### src/twsp_pkg.sv
// constants and carrier types for the three-wire serial port
package twsp_pkg;
  localparam int BUS_AW = 4;
  localparam int BUS_DW = 32;
  // register index; byte address is four times the index
  localparam logic [1:0] IDX_DATA = 2'h0;
  localparam logic [1:0] IDX_CTRL = 2'h1;
  localparam logic [1:0] IDX_STAT = 2'h2;
  localparam logic [15:0] CTRL_RST = 16'h0000;
  localparam logic [15:0] DATA_RST = 16'h0000;
  localparam int ST_OVR = 2;
  localparam logic [3:0] LAST_BIT_BYTE = 4'h7;
  localparam logic [3:0] LAST_BIT_WORD = 4'hf;
  localparam logic [4:0] LAST_EDGE_BYTE = 5'h0f;
  localparam logic [4:0] LAST_EDGE_WORD = 5'h1f;
  localparam int MSB_BYTE = 7;
  localparam int MSB_WORD = 15;

  typedef struct packed {
    logic [6:0] clk_div;
    logic idle_high;
    logic phase_alt;
    logic done_ie;
    logic rbf_ie;
    logic ovr_ie;
    logic echo;
    logic word16;
    logic master;
    logic enable;
  } twsp_ctrl_t;

  typedef struct packed {
    logic overrun_flag;
    logic read_buffer_full_flag;
    logic shifter_busy_flag;
  } twsp_stat_t;
endpackage

### src/twsp_top.sv
// three-wire serial port: avalon-mm registers, master/slave shifter, pins
`timescale 1ns/10ps
module twsp_top (
  input wire logic mclk_i,
  input wire logic srst_i,
  input wire logic [twsp_pkg::BUS_AW-1:0] avs_address_i,
  input wire logic avs_read_i,
  input wire logic avs_write_i,
  input wire logic [twsp_pkg::BUS_DW-1:0] avs_writedata_i,
  input wire logic [3:0] avs_byteenable_i,
  output logic [twsp_pkg::BUS_DW-1:0] avs_readdata_o,
  output logic avs_waitrequest_o,
  input wire logic sck_i,
  output logic sck_o,
  output logic sck_oe_o,
  input wire logic ss_n_i,
  input wire logic miso_i,
  output logic miso_o,
  output logic miso_oe_o,
  input wire logic mosi_i,
  output logic mosi_o,
  output logic mosi_oe_o,
  output logic irq_o
);
  import twsp_pkg::*;

  function automatic logic [15:0] merge16(input logic [15:0] old_v, input logic [15:0] new_v,
                                          input logic [1:0] be);
    merge16 = {be[1] ? new_v[15:8] : old_v[15:8], be[0] ? new_v[7:0] : old_v[7:0]};
  endfunction

  // msb first; in byte mode the upper byte is left alone
  function automatic logic [15:0] shift_in(input logic [15:0] v, input logic b,
                                           input logic w16);
    shift_in = w16 ? {v[14:0], b} : {v[15:8], v[6:0], b};
  endfunction

  function automatic logic top_bit(input logic [15:0] v, input logic w16);
    top_bit = w16 ? v[MSB_WORD] : v[MSB_BYTE];
  endfunction

  twsp_ctrl_t ctrl_r;
  twsp_stat_t stat_r;
  logic [15:0] shift_r;
  logic [15:0] rbuf_r;
  logic pend_r;
  logic valid_r;
  logic out_r;
  logic last_in_r;
  logic wait_r;
  logic [31:0] rdata_r;
  logic irq_r;
  logic m_run_r;
  logic [6:0] div_cnt_r;
  logic [4:0] edge_cnt_r;
  logic sck_r;
  logic sck_oe_r;
  logic mosi_oe_r;
  logic miso_oe_r;
  logic s_act_r;
  logic [3:0] bit_cnt_r;
  logic [3:0] in_s1_r;
  logic [3:0] in_s2_r;
  logic sck_s3_r;

  logic [1:0] idx;
  logic capture;
  logic commit;
  logic rd_data;
  logic wr_data;
  logic wr_ctrl;
  logic wr_stat;
  logic sck_s;
  logic ss_act;
  logic mosi_s;
  logic miso_s;
  logic m_tick;
  logic s_edge;
  logic edge_v;
  logic edge_lvl;
  logic leading;
  logic sample_e;
  logic din;
  logic s_start;
  logic in_xfer;
  logic do_sample;
  logic do_drive;
  logic complete;
  logic m_go;
  logic buf_free;
  logic echo_sel;
  logic [15:0] word_now;
  logic [3:0] last_bit;
  logic [4:0] last_edge;

  // two flops on every pin input: sck, select, mosi, miso
  always_ff @(posedge mclk_i) begin
    if (srst_i) begin
      in_s1_r <= 4'h2;
      in_s2_r <= 4'h2;
      sck_s3_r <= 1'b0;
    end else begin
      in_s1_r <= {miso_i, mosi_i, ss_n_i, sck_i};
      in_s2_r <= in_s1_r;
      sck_s3_r <= in_s2_r[0];
    end
  end

  always_comb begin
    sck_s = in_s2_r[0];
    ss_act = ~in_s2_r[1];
    mosi_s = in_s2_r[2];
    miso_s = in_s2_r[3];
    idx = avs_address_i[3:2];
    // read side effects happen when data is captured, so nothing slips past
    capture = avs_read_i && wait_r;
    commit = avs_write_i && !wait_r;
    rd_data = capture && idx == IDX_DATA;
    wr_data = commit && idx == IDX_DATA;
    wr_ctrl = commit && idx == IDX_CTRL;
    wr_stat = commit && idx == IDX_STAT;
    last_bit = ctrl_r.word16 ? LAST_BIT_WORD : LAST_BIT_BYTE;
    last_edge = ctrl_r.word16 ? LAST_EDGE_WORD : LAST_EDGE_BYTE;
    m_tick = m_run_r && div_cnt_r == ctrl_r.clk_div;
    s_edge = !ctrl_r.master && ctrl_r.enable && ss_act && sck_s != sck_s3_r;
    edge_v = ctrl_r.master ? m_tick : s_edge;
    edge_lvl = ctrl_r.master ? ~sck_r : sck_s;
    leading = edge_lvl != ctrl_r.idle_high;
    sample_e = edge_lvl != ctrl_r.phase_alt;
    din = ctrl_r.master ? miso_s : mosi_s;
    s_start = s_edge && leading && !s_act_r;
    in_xfer = ctrl_r.master ? m_run_r : (s_act_r || s_start);
    do_sample = edge_v && sample_e && in_xfer;
    do_drive = edge_v && !sample_e && in_xfer;
    complete = ctrl_r.master ? (m_tick && edge_cnt_r == last_edge)
                             : (do_sample && bit_cnt_r == last_bit);
    m_go = wr_data && ctrl_r.master && ctrl_r.enable;
    word_now = do_sample ? shift_in(shift_r, din, ctrl_r.word16) : shift_r;
    buf_free = !stat_r.read_buffer_full_flag || (rd_data && !pend_r);
    echo_sel = !ctrl_r.master && ctrl_r.echo && !valid_r;
  end

  // avalon slave: one wait cycle, answer in the cycle after the request
  always_ff @(posedge mclk_i) begin
    if (srst_i) begin
      wait_r <= 1'b1;
      rdata_r <= 32'h0000_0000;
    end else if ((avs_read_i || avs_write_i) && wait_r) begin
      wait_r <= 1'b0;
      if (avs_read_i) begin
        unique case (idx)
          IDX_DATA: rdata_r <= {16'h0000, rbuf_r};
          IDX_CTRL: rdata_r <= {16'h0000, ctrl_r};
          IDX_STAT: rdata_r <= {29'h0000_0000, stat_r};
          default: rdata_r <= 32'h0000_0000;
        endcase
      end
    end else begin
      wait_r <= 1'b1;
    end
  end

  always_ff @(posedge mclk_i) begin
    if (srst_i) begin
      ctrl_r <= twsp_ctrl_t'(CTRL_RST);
    end else if (wr_ctrl) begin
      // glitch-free clock relies on software holding enable low here
      ctrl_r <= twsp_ctrl_t'(merge16(ctrl_r, avs_writedata_i[15:0], avs_byteenable_i[1:0]));
    end
  end

  // shifter, read buffer and serial output bit
  always_ff @(posedge mclk_i) begin
    if (srst_i) begin
      shift_r <= DATA_RST;
      rbuf_r <= DATA_RST;
      out_r <= 1'b0;
      last_in_r <= 1'b0;
    end else begin
      if (wr_data) begin
        shift_r <= merge16(shift_r, avs_writedata_i[15:0], avs_byteenable_i[1:0]);
      end else if (do_sample) begin
        shift_r <= word_now;
      end
      if (do_sample) begin
        last_in_r <= din;
      end
      if (ctrl_r.enable && complete && buf_free) begin
        if (ctrl_r.word16) begin
          rbuf_r <= word_now;
        end else begin
          rbuf_r[7:0] <= word_now[7:0];
        end
      end else if (ctrl_r.enable && rd_data && pend_r) begin
        if (ctrl_r.word16) begin
          rbuf_r <= shift_r;
        end else begin
          rbuf_r[7:0] <= shift_r[7:0];
        end
      end
      if (!ctrl_r.enable && ctrl_r.master) begin
        out_r <= 1'b0;
      end else if (wr_data && ctrl_r.master) begin
        // new msb must stand before the first leading edge, not the stale one
        out_r <= top_bit(merge16(shift_r, avs_writedata_i[15:0], avs_byteenable_i[1:0]),
                         ctrl_r.word16);
      end else if (!in_xfer) begin
        // msb presented ahead so the sample-first phase sees it on edge one
        out_r <= echo_sel ? mosi_s : top_bit(shift_r, ctrl_r.word16);
      end else if (do_drive) begin
        out_r <= echo_sel ? last_in_r : top_bit(shift_r, ctrl_r.word16);
      end
    end
  end

  // status flags; a hardware set wins over a clear in the same cycle
  always_ff @(posedge mclk_i) begin
    if (srst_i || !ctrl_r.enable) begin
      stat_r <= '0;
      pend_r <= 1'b0;
      valid_r <= 1'b0;
    end else begin
      if (complete) begin
        valid_r <= 1'b0;
      end
      if (wr_data) begin
        valid_r <= 1'b1;
      end
      if (rd_data && !pend_r) begin
        stat_r.read_buffer_full_flag <= 1'b0;
      end
      if (rd_data && pend_r) begin
        pend_r <= 1'b0;
        stat_r.shifter_busy_flag <= 1'b0;
      end
      if (complete) begin
        if (buf_free) begin
          stat_r.read_buffer_full_flag <= 1'b1;
          stat_r.shifter_busy_flag <= 1'b0;
        end else begin
          pend_r <= 1'b1;
        end
      end
      if (m_go || s_start) begin
        pend_r <= 1'b0;
      end
      if (wr_data || s_start) begin
        stat_r.shifter_busy_flag <= 1'b1;
      end
      if (wr_stat && avs_byteenable_i[0] && avs_writedata_i[ST_OVR]) begin
        stat_r.overrun_flag <= 1'b0;
      end
      if (m_go && stat_r.read_buffer_full_flag && pend_r) begin
        stat_r.overrun_flag <= 1'b1;
      end
    end
  end

  // master clock generator: half period is divider plus one system clocks
  always_ff @(posedge mclk_i) begin
    if (srst_i) begin
      m_run_r <= 1'b0;
      div_cnt_r <= 7'h00;
      edge_cnt_r <= 5'h00;
      sck_r <= 1'b0;
    end else if (!ctrl_r.enable || !ctrl_r.master) begin
      m_run_r <= 1'b0;
      div_cnt_r <= 7'h00;
      edge_cnt_r <= 5'h00;
      sck_r <= ctrl_r.idle_high;
    end else if (m_go) begin
      m_run_r <= 1'b1;
      div_cnt_r <= 7'h00;
      edge_cnt_r <= 5'h00;
      sck_r <= ctrl_r.idle_high;
    end else if (m_run_r) begin
      if (m_tick) begin
        div_cnt_r <= 7'h00;
        sck_r <= ~sck_r;
        edge_cnt_r <= edge_cnt_r + 5'h01;
        if (complete) begin
          m_run_r <= 1'b0;
        end
      end else begin
        div_cnt_r <= div_cnt_r + 7'h01;
      end
    end else begin
      sck_r <= ctrl_r.idle_high;
    end
  end

  // slave bit counter; dropping select resynchronises the count
  always_ff @(posedge mclk_i) begin
    if (srst_i || !ctrl_r.enable || ctrl_r.master || !ss_act) begin
      s_act_r <= 1'b0;
      bit_cnt_r <= 4'h0;
    end else begin
      if (s_start) begin
        s_act_r <= 1'b1;
        bit_cnt_r <= 4'h0;
      end
      if (do_sample) begin
        if (complete) begin
          s_act_r <= 1'b0;
          bit_cnt_r <= 4'h0;
        end else begin
          bit_cnt_r <= bit_cnt_r + 4'h1;
        end
      end
    end
  end

  // pin enables and interrupt, registered
  always_ff @(posedge mclk_i) begin
    if (srst_i) begin
      sck_oe_r <= 1'b0;
      mosi_oe_r <= 1'b0;
      miso_oe_r <= 1'b0;
      irq_r <= 1'b0;
    end else begin
      sck_oe_r <= ctrl_r.master;
      mosi_oe_r <= ctrl_r.master;
      miso_oe_r <= !ctrl_r.master && ctrl_r.enable && ss_act;
      irq_r <= ctrl_r.enable && ((ctrl_r.ovr_ie && stat_r.overrun_flag && ctrl_r.master)
                                 || (ctrl_r.rbf_ie && stat_r.read_buffer_full_flag)
                                 || (ctrl_r.done_ie && !stat_r.shifter_busy_flag));
    end
  end

  assign avs_readdata_o = rdata_r;
  assign avs_waitrequest_o = wait_r;
  assign sck_o = sck_r;
  assign sck_oe_o = sck_oe_r;
  assign mosi_o = out_r;
  assign mosi_oe_o = mosi_oe_r;
  assign miso_o = out_r;
  assign miso_oe_o = miso_oe_r;
  assign irq_o = irq_r;
endmodule

### config.mk
export PLATFORM = sky130hd
export DESIGN_NAME = twsp_top
export DESIGN_NICKNAME = d
export VERILOG_FILES = /design/src/twsp_pkg.sv /design/src/twsp_top.sv
export SDC_FILE = /design/constraint.sdc
export NUM_CORES = 1
export LEC_CHECK = 0
export BUFFER_PORTS_ARGS = -buffer_cell sky130_fd_sc_hd__buf_2
export CORE_MARGIN = 2
export CORE_UTILIZATION = 56
export DETAILED_ROUTE_END_ITERATION = 6
export PLACE_DENSITY = 0.8
export SETUP_SLACK_MARGIN = 0.05
export SLEW_MARGIN = 30
export SYNTH_ARGS = -nofsm -noshare
export SYNTH_HDL_FRONTEND = slang
export SYNTH_SLANG_ARGS = --single-unit
### constraint.sdc
create_clock -name mclk_i -period 3.06 [get_ports mclk_i]
set_clock_uncertainty 0.2 [all_clocks]
set_input_delay 0 -clock mclk_i [delete_from_list [all_inputs] [get_ports mclk_i]]
set_output_delay 0 -clock mclk_i [all_outputs]
set_load 0.02 [all_outputs]
---- Word-level counts from Yosys, hierarchy flattened ----
Cells that the tools add are included.
operators by class
  equality and inequality tests ........... 14
  multiplexer cells ....................... 53
  bitwise operators ....................... 2
  $add $sub $neg .......................... 3
  reduce and logical (&&, ||, !) cells .... 76
operators with widths
  cell                                                                     number
  16-bit two-way mux                                                       6
  16-bit one-hot mux with 3 select lines                                   1
  1-bit logical AND                                                        39
  1-bit two-way mux                                                        34
  8-bit two-way mux                                                        4
  4-bit two-way mux                                                        4
  2-bit AND reduction                                                      6
  1-bit logical OR                                                         11
  2-bit nonzero test                                                       5
  1-bit logical NOT                                                        9
  2-bit inequality test, second input constant                             4
  7-bit by 1-bit adder with 7-bit output, second input constant            1
  7-bit equality test                                                      1
  7-bit two-way mux                                                        1
  2-bit OR reduction                                                       3
  5-bit by 1-bit adder with 5-bit output, second input constant            1
  5-bit equality test                                                      1
  5-bit two-way mux                                                        1
  4-bit by 1-bit adder with 4-bit output, second input constant            1
  4-bit equality test                                                      1
  2-bit two-way mux                                                        2
  4-bit by 1-bit inequality test with 1-bit output, second input constant  1
  1-bit inequality test                                                    3
  3-bit by 1-bit inequality test with 1-bit output, second input constant  1
  6 further kinds                                                          7
word-level totals
  register bits ........................... 119
  output and inout bits ................... 40
  word-level logic and storage cells ...... 184
  bits of input ports ..................... 48

---- Longest topological paths before layout ----
Gate-level depths: netlist of the first run.
  word-level depth ........................ 15
  gate-level depth with buffers ........... 11
  mapped depth without buffers ............ 9

---- Worst setup path before layout of the first run ----
No wires, ideal clock.
  kind .................................... reg2reg
  start ................................... reg wait_r (netlist: avs_waitrequest_o)
  end ..................................... reg rbuf_r[10]
  cell stages (with the launch flop) ...... 10
  data required time ...................... 2.744 ns
  arrival ................................. 1.972 ns
  setup slack ............................. 0.772 ns
  setup time .............................. 0.116 ns
  buffers on the path ..................... 3
  clock period less this slack ............ 2.288 ns
  cells stage by stage .................... dfxtp_1 nand2_2 or3_1 clkbuf_1 o21ai_1 and4_1 buf_6 buf_4 o2111ai_1 o211a_1
between the ends
  word-level cells in the longest chain between the ends .. 7
  elaborated cells between the ends (all ways) .. 12
  those cells by class .................... eq/ne (2); mux (1); reduce/logical (9)
RTL lines
  element                                                                       RTL line         source
  start: declaration                                                            twsp_top.sv:50   logic wait_r;
  start signal: assignment                                                      twsp_top.sv:146  wait_r <= 1'b1;
  start signal: assignment                                                      twsp_top.sv:149  wait_r <= 1'b0;
  start signal: assignment                                                      twsp_top.sv:159  wait_r <= 1'b1;
  1-bit logical AND *                                                           twsp_top.sv:116  capture = avs_read_i && wait_r;
  1-bit logical AND *                                                           twsp_top.sv:118  rd_data = capture && idx == IDX_DATA;
  1-bit logical AND                                                             twsp_top.sv:139  buf_free = !stat_r.read_buffer_full_flag || (rd_data && !pend_r);
  1-bit logical OR                                                              twsp_top.sv:139
  1-bit logical AND                                                             twsp_top.sv:188  if (ctrl_r.enable && complete && buf_free) begin
  2-bit inequality test (no source line) or 2-bit nonzero test (tied branches)  -
  3-bit AND reduction (no source line)                                          -
  end signal: assignment                                                        twsp_top.sv:190  rbuf_r <= word_now;
  end signal: assignment                                                        twsp_top.sv:196  rbuf_r <= shift_r;
  end: declaration                                                              twsp_top.sv:45   logic [15:0] rbuf_r;
Mark *: on every way between the ends. The rest lies on a longest branch, timed or not.
A chain may end at the register's enable or synchronous reset.

---- Worst setup path after layout of the first run ----
  start ................................... reg ctrl_r[14] in the netlist's numbering
  end ..................................... reg shift_r[10]
between the ends
  word-level cells in the longest chain between the ends .. 8
  elaborated cells between the ends (all ways) .. 10
  those cells by class .................... eq/ne (1); mux (4); reduce/logical (5)
RTL lines
  element                           RTL line         source
  start: declaration                twsp_top.sv:42   twsp_ctrl_t ctrl_r;
  start signal: assignment          twsp_top.sv:165  ctrl_r <= twsp_ctrl_t'(CTRL_RST);
  start signal: assignment          twsp_top.sv:168  ctrl_r <= twsp_ctrl_t'(merge16(ctrl_r, avs_writedata_i[15:0], avs_byteenable_i[1:0]));
  7-bit equality test *             twsp_top.sv:124  m_tick = m_run_r && div_cnt_r == ctrl_r.clk_div;
  1-bit logical AND *               twsp_top.sv:124
  1-bit two-way mux *               twsp_top.sv:126  edge_v = ctrl_r.master ? m_tick : s_edge;
  1-bit logical AND * (2 in a row)  twsp_top.sv:133  do_sample = edge_v && sample_e && in_xfer;
  16-bit two-way mux                twsp_top.sv:138  word_now = do_sample ? shift_in(shift_r, din, ctrl_r.word16) : shift_r;
  16-bit two-way mux                twsp_top.sv:182  end else if (do_sample) begin
  16-bit two-way mux                twsp_top.sv:180  if (wr_data) begin
  end signal: assignment            twsp_top.sv:181  shift_r <= merge16(shift_r, avs_writedata_i[15:0], avs_byteenable_i[1:0]);
  end signal: assignment            twsp_top.sv:183  shift_r <= word_now;
  end: declaration                  twsp_top.sv:44   logic [15:0] shift_r;
Mark *: on every way between the ends. The rest lies on a longest branch, timed or not. The select of a mux whose other input is x is not followed.

==> results.ini, run 1 <==
[worst_setup_path]
worstPathCellList = xnor2_1 > nand4_2 > o21ai_2 > and3_1 > buf_4 > nand2_4 > o21ai_2 > nor2_1 > nor4_1 > dlygate4sd3_1
cp_num_buf_inv = 2
crit_type = reg2reg
crit_path_top_delay_cell = dlygate4sd3_1
worstPathMaxFanout = 11
path_delay_family = buffers and inverters
crit_path_end_kind = flip-flop
worstPathArrival_ns = 2.91
cp.required_ns = 3.18
crit_top_cell = o21ai_2
start_kind = flip-flop
cpPeakStageDelay_ns = 0.58

[yosys]
ys_ff_latch = 103
synth_edf_count = 0
synth_top_area_frac = 0.424
syn_area_um2 = 4860
yosysSeqAreaShare = 0.424
ys_types = 57
postSynthCellCount = 548
synthTopCellsByArea = dfxtp_1 42%, mux2i_1 8.0%, nor2_1 7.2%, mux2_2 3.5%, buf_4 3.4%
async_flop_share = 0
synthTopCellsByCount = 103 x dfxtp_1, 93 x nor2_1, 39 x mux2i_1
synthFlopType = dfxtp_1
ys_warn_count = 0
syn_avg_cell_area_um2 = 8.87
yosysMostFrequentCell = dfxtp_1
yosys.area.top_type = dfxtp_1

[global_route]
grt_pass1_vias = 4262
grt_max_degree = 43
grt_remaining_overflow = 0
grt_pass1_wl_um = 20300
grt_usage = 0.261
antenna_found_initial = 0

[sta]
timing.fmax_mhz = 359
tightest_slew_ns = 0.794
fin_crit_ns = 2.79
setup_violations = 0
fin_crit_sh = 0.911
worst_slew_margin_rel = 0.469
hold_viol_final = 0
fin_setup_tns_ns = 0
maxSlewViolCount = 0
rsz0062_at_grt = false

[clock_network]
h-tree-depth = 3
cts.sinks = 103
clock_path_buffers = 2
cts_tree = done
clk_latency_ns = 0.37
cts_buffers = 9
root_buffer = clkbuf_8
clk_pin_slew_ns = 0.10

[placed_design]
place.gp.congestion = 0.904
portBuffers = 51
place_area_um2 = 5110
dp_hpwl_um = 8230

[detailed_routing]
first_pass_iters = 5
antenna_left = 0
drtIter0Drc = 269
viasPerCell = 5.80
routed_wl_um = 12200
wl_per_cell_um = 16.6
vias = 4278
drcViolationCount = 0

[power]
peakVddDrop_mv = 0.261
cellLeakagePower_nw = 2.44
power_density_nw_per_um2 = 405

[final_layout]
fillers = 654
final_nets = 679
final_area_um2 = 5660
area_growth_pct = 16.3
final_util = 0.682
antennaDiodeCount = 0
drive_above_1_share = 0.172

[floorplan]
die_h_um = 97.2
dieArea_um2 = 9440
initial_core_util = 0.586
core.rowCount = 33
die_w_um = 97.2
pin_count = 88
design.core.area_um2 = 8300

[min_path]
hp-class = in2reg

[run]
maxCapViolations = 0

[run_status]
outcome = completed

[worst paths after layout]
check	startpoint	to	slack [ns]	cells past startpoint
worst max-delay path	ctrl_r[14]	shift_r[10]	0.27	10
worst max register to register	ctrl_r[14]	shift_r[10]	0.27	10
worst min-delay path	ss_n_i	in_s1_r[1]	0.16	3
worst min register to register	in_s1_r[1]	in_s2_r[1]	0.22	1
[cells by family after synthesis]
group | synth area share
AO/OA/AOI/OAI | 0.147
adder cells (fa/ha/maj) | 0.00772
XOR/XNOR | 0.0360
AND/OR/NAND/NOR | 0.195
multiplexers | 0.115
flip-flops | 0.424
buffers and inverters | 0.0736
other | 0.000771
[metrics by stage]
step / worst slack, ns / hold WS (ns) / power (mW) / cells
global placement: 0.556 / -0.0171 / 1.53 / 685
floorplan: 0.772 / -0.0962 / 1.50 / 563
CTS: 0.111 / 0.139 / 2.29 / 737
finish: 0.271 / 0.156 / 2.29 / 737
global route: 0.102 / 0.153 / 2.36 / 737
detailed placement: 0.494 / -0.0140 / 1.53 / 685
[timing repair]
action | CTS | global route
hold buffers | 37 | 0
buffers inserted | 0 | 0
hold endpoints to repair | 48 | 0
endpoints found under the setup margin | 0 | 1
gates resized for setup | 0 | 5
[cell usage in the layout, fill, tap and decap left out, types with 3 or more instances in the layout]
cell type / instances
o211ai_1: 3
ha_1: 3
mux2_2: 15
mux2i_1: 39
nand3_1: 15
conb_1: 16
dfxtp_1: 102
clkinvlp_4: 3
a211oi_1: 12
a22oi_1: 14
dlygate4sd3_1: 37
o21ai_0: 17
buf_2: 51
nor2b_1: 12
clkbuf_8: 9
nor4_1: 7
a21oi_1: 20
and2_1: 3
nand4b_1: 3
o2111ai_1: 8
nand4_1: 4
xnor2_1: 13
nand2_2: 4
inv_1: 17
nand2_1: 32
nor3_1: 7
xor2_1: 7
nand2b_1: 5
nor2_1: 93
buf_4: 13
or3_1: 4
o211a_1: 7
[flip-flops by register name, indices dropped and copies added (netlist names), 3 cells and up]
name / cells
avs_readdata_o: 16
bit_cnt_r: 4
ctrl_r: 16
div_cnt_r: 7
edge_cnt_r: 5
in_s1_r: 4
in_s2_r: 4
rbuf_r: 16
shift_r: 16
stat_r: 3
[layer usage]
layer	global-route usage	wire [um]
met1	0.330	5380
met4	0.116	295
met3	0.0460	698
met5	0	0
met2	0.435	5850
[worst register-to-register path, stage by stage, from the launching register on]
cell	delay, ns
dfxtp_1	0.37
xnor2_1	0.23
nand4_2	0.20
o21ai_2	0.23
and3_1	0.21
buf_4	0.21
nand2_4	0.13
o21ai_2	0.17
nor2_1	0.07
nor4_1	0.15
dlygate4sd3_1	0.58
[where the power goes]
group          total [mW]  leakage (nW)  switching, mW  internal, mW
Combinational       0.172          1.53          0.103        0.0692
Clock               0.753        0.0744          0.462         0.292
Sequential           1.37         0.833         0.0121          1.35
[layout make-up]
| class | instances | area (um2) | share of cell area |
|---|---|---|---|
| sequential | 103 | 2060 | 0.365 |
| inverter | 17 | 63.8 | 0.0113 |
| timing repair buffer | 101 | 723 | 0.128 |
| multi-input combinational | 396 | 2510 | 0.444 |
| tap | 105 | 131 | 0.0232 |
| clock buffer | 10 | 128 | 0.0226 |
| clock inverter | 5 | 36.3 | 0.00641 |
Note: power is estimated with default switching activity, not from simulation.
==> run 2, diff against run 1 <==
PLACE_DENSITY = 0.91   (was 0.8)
==> run 2 against run 1 <==
  * Combinational power about the same
  * Sequential share of layout area is 0.10 points lower
  * Worst setup slack gained 0.090 ns
  * Cell area rose by 0.29%
  * Total power rose by 8.2%
  * Critical endpoint is now rbuf_r[8]
  * Largest power group unchanged
==> results.ini, run 2 (synthesized netlist as in run 1, its figures left out) <==
[global_route]
antenna_found_initial = 0
grt_pass1_vias = 4252
grt_pass1_wl_um = 21100
grt_usage = 0.276
grt_remaining_overflow = 0
grt_max_degree = 48

[detailed_routing]
viasPerCell = 5.97
wl_per_cell_um = 17.4
routed_wl_um = 12800
vias = 4385
drtIter0Drc = 381
first_pass_iters = 5
drcViolationCount = 0
antenna_left = 0

[final_layout]
mostFrequentLayoutCells = 102 x dfxtp_1, 93 x nor2_1, 51 x buf_2, 39 x mux2i_1, 35 x dlygate4sd3_1
drive_above_1_share = 0.168
antennaDiodeCount = 0
layout_commonest_cell = dfxtp_1
fin_cells = 735
final_nets = 677
area_growth_pct = 16.7
fillers = 616
final_util = 0.684

[power]
peakVddDrop_mv = 0.325
power_switching_mw = 0.576
pwr-share-seq = 0.551
power_frac_comb = 0.071
clockPowerShare = 0.379
p_sw_frac = 0.233
cellLeakagePower_nw = 2.44
power_density_nw_per_um2 = 437
intPower_mw = 1.90

[sta]
worst_slack_ns = 0.361
fin_setup_tns_ns = 0
fin_crit_sh = 0.882
setup_violations = 0
maxSlewViolCount = 0
worst_slew_margin_rel = 0.412
timing.fmax_mhz = 371
rsz0062_at_grt = false
hold_viol_final = 0
fin_crit_ns = 2.70
tightest_slew_ns = 0.879

[worst_setup_path]
worstPathMaxFanout = 14
cp.required_ns = 3.18
worstPathArrival_ns = 2.81
crit_type = reg2reg
start_kind = flip-flop
crit_path_end_kind = flip-flop

[floorplan]
initial_core_util = 0.586
die_w_um = 97.2
design.core.area_um2 = 8300
die_h_um = 97.2
dieArea_um2 = 9440
pin_count = 88
core.rowCount = 33

[clock_network]
cts_tree = done
cts_setup_buffers = 0
clk_latency_ns = 0.38
cts.sinks = 103
clock_path_buffers = 2
clk_pin_slew_ns = 0.09
root_buffer = clkbuf_8
cts_buffers = 9
h-tree-depth = 3

[run]
maxCapViolations = 0

[placed_design]
place_worst_setup_slack_ns = 0.405
numPlacedInstances = 685
place.gp.congestion = 0.931
portBuffers = 51
dp_hpwl_um = 8270

[run_status]
outcome = completed

[min_path]
hp-class = in2reg

run 2: cell count changes in the layout (fill, tap and decap cells not counted):
| cell | change |
|---|---|
| bufinv_16 | +2 |
| clkinvlp_4 | -2 |
| dlygate4sd3_1 | -2 |
| o21ai_2 | -2 |
| clkbuf_1 | +1 |
| clkbuf_8 | +1 |
| clkinv_2 | -1 |
| clkinv_4 | -1 |
| nand2_2 | +1 |
| nand2_4 | -1 |
| o21ai_0 | +1 |
| o21ai_1 | +1 |
run 2: layout make-up:
class / count / area (um2) / share of cell area
clock buffer: 12 / 145 / 0.0256
inverter: 17 / 63.8 / 0.0112
tap: 105 / 131 / 0.0232
multi-input combinational: 396 / 2500 / 0.440
clock inverter: 3 / 67.6 / 0.0119
sequential: 103 / 2060 / 0.364
timing repair buffer: 99 / 703 / 0.124
run 2: routing by layer:
metal	up-vias	part of all wire	GRT usage
li1	2037	-	-
met1	2092	0.41	0.347
met2	215	0.50	0.476
met3	41	0.067	0.0374
met4	0	0.027	0.115
met5	-	0	0
run 2: timing repair:
item                                    in CTS  in global routing
endpoints found under the hold margin       48                  0
resized for setup                            0                  1
hold buffers                                35                  0
endpoints found under the setup margin       0                  2
run 2: worst max-delay path, stage by stage (launching register included):
cell and delay (ns):
dfxtp_1 0.55, nand2_2 0.15, nand4b_1 0.21, o21ai_1 0.21
and3_1 0.36, and4_1 0.32, buf_4 0.21, nand2_1 0.07
o2111ai_1 0.14, o211a_1 0.23
run 2: per-stage QoR:
stage / hold WS (ns) / power, mW / instance area (um2)
after floorplan: -0.0962 / 1.50 / 4920
after global placement: -0.0142 / 1.53 / 5110
after detailed placement: -0.0126 / 1.54 / 5110
after CTS: 0.135 / 2.46 / 5670
after global routing: 0.161 / 2.54 / 5670
final: 0.133 / 2.48 / 5670
run 2: power by group through the flow:
stage / registers [mW] / clock network, mW / logic [mW]
after global placement: 1.40 / 0 / 0.135
after CTS: 1.36 / 0.930 / 0.168
final: 1.37 / 0.938 / 0.175
after detailed placement: 1.40 / 0 / 0.139
after floorplan: 1.40 / 0 / 0.104
after global routing: 1.37 / 0.981 / 0.187
run 2: final timing paths:
| kind | cells after the start | endpoint | start | slack, ns |
|---|---|---|---|---|
| min reg2reg | 1 | in_s2_r[1] | in_s1_r[1] | 0.22 |
| max | 9 | rbuf_r[8] | m_run_r | 0.36 |
| max reg2reg | 9 | rbuf_r[8] | m_run_r | 0.36 |
| min | 3 | in_s1_r[1] | ss_n_i | 0.13 |
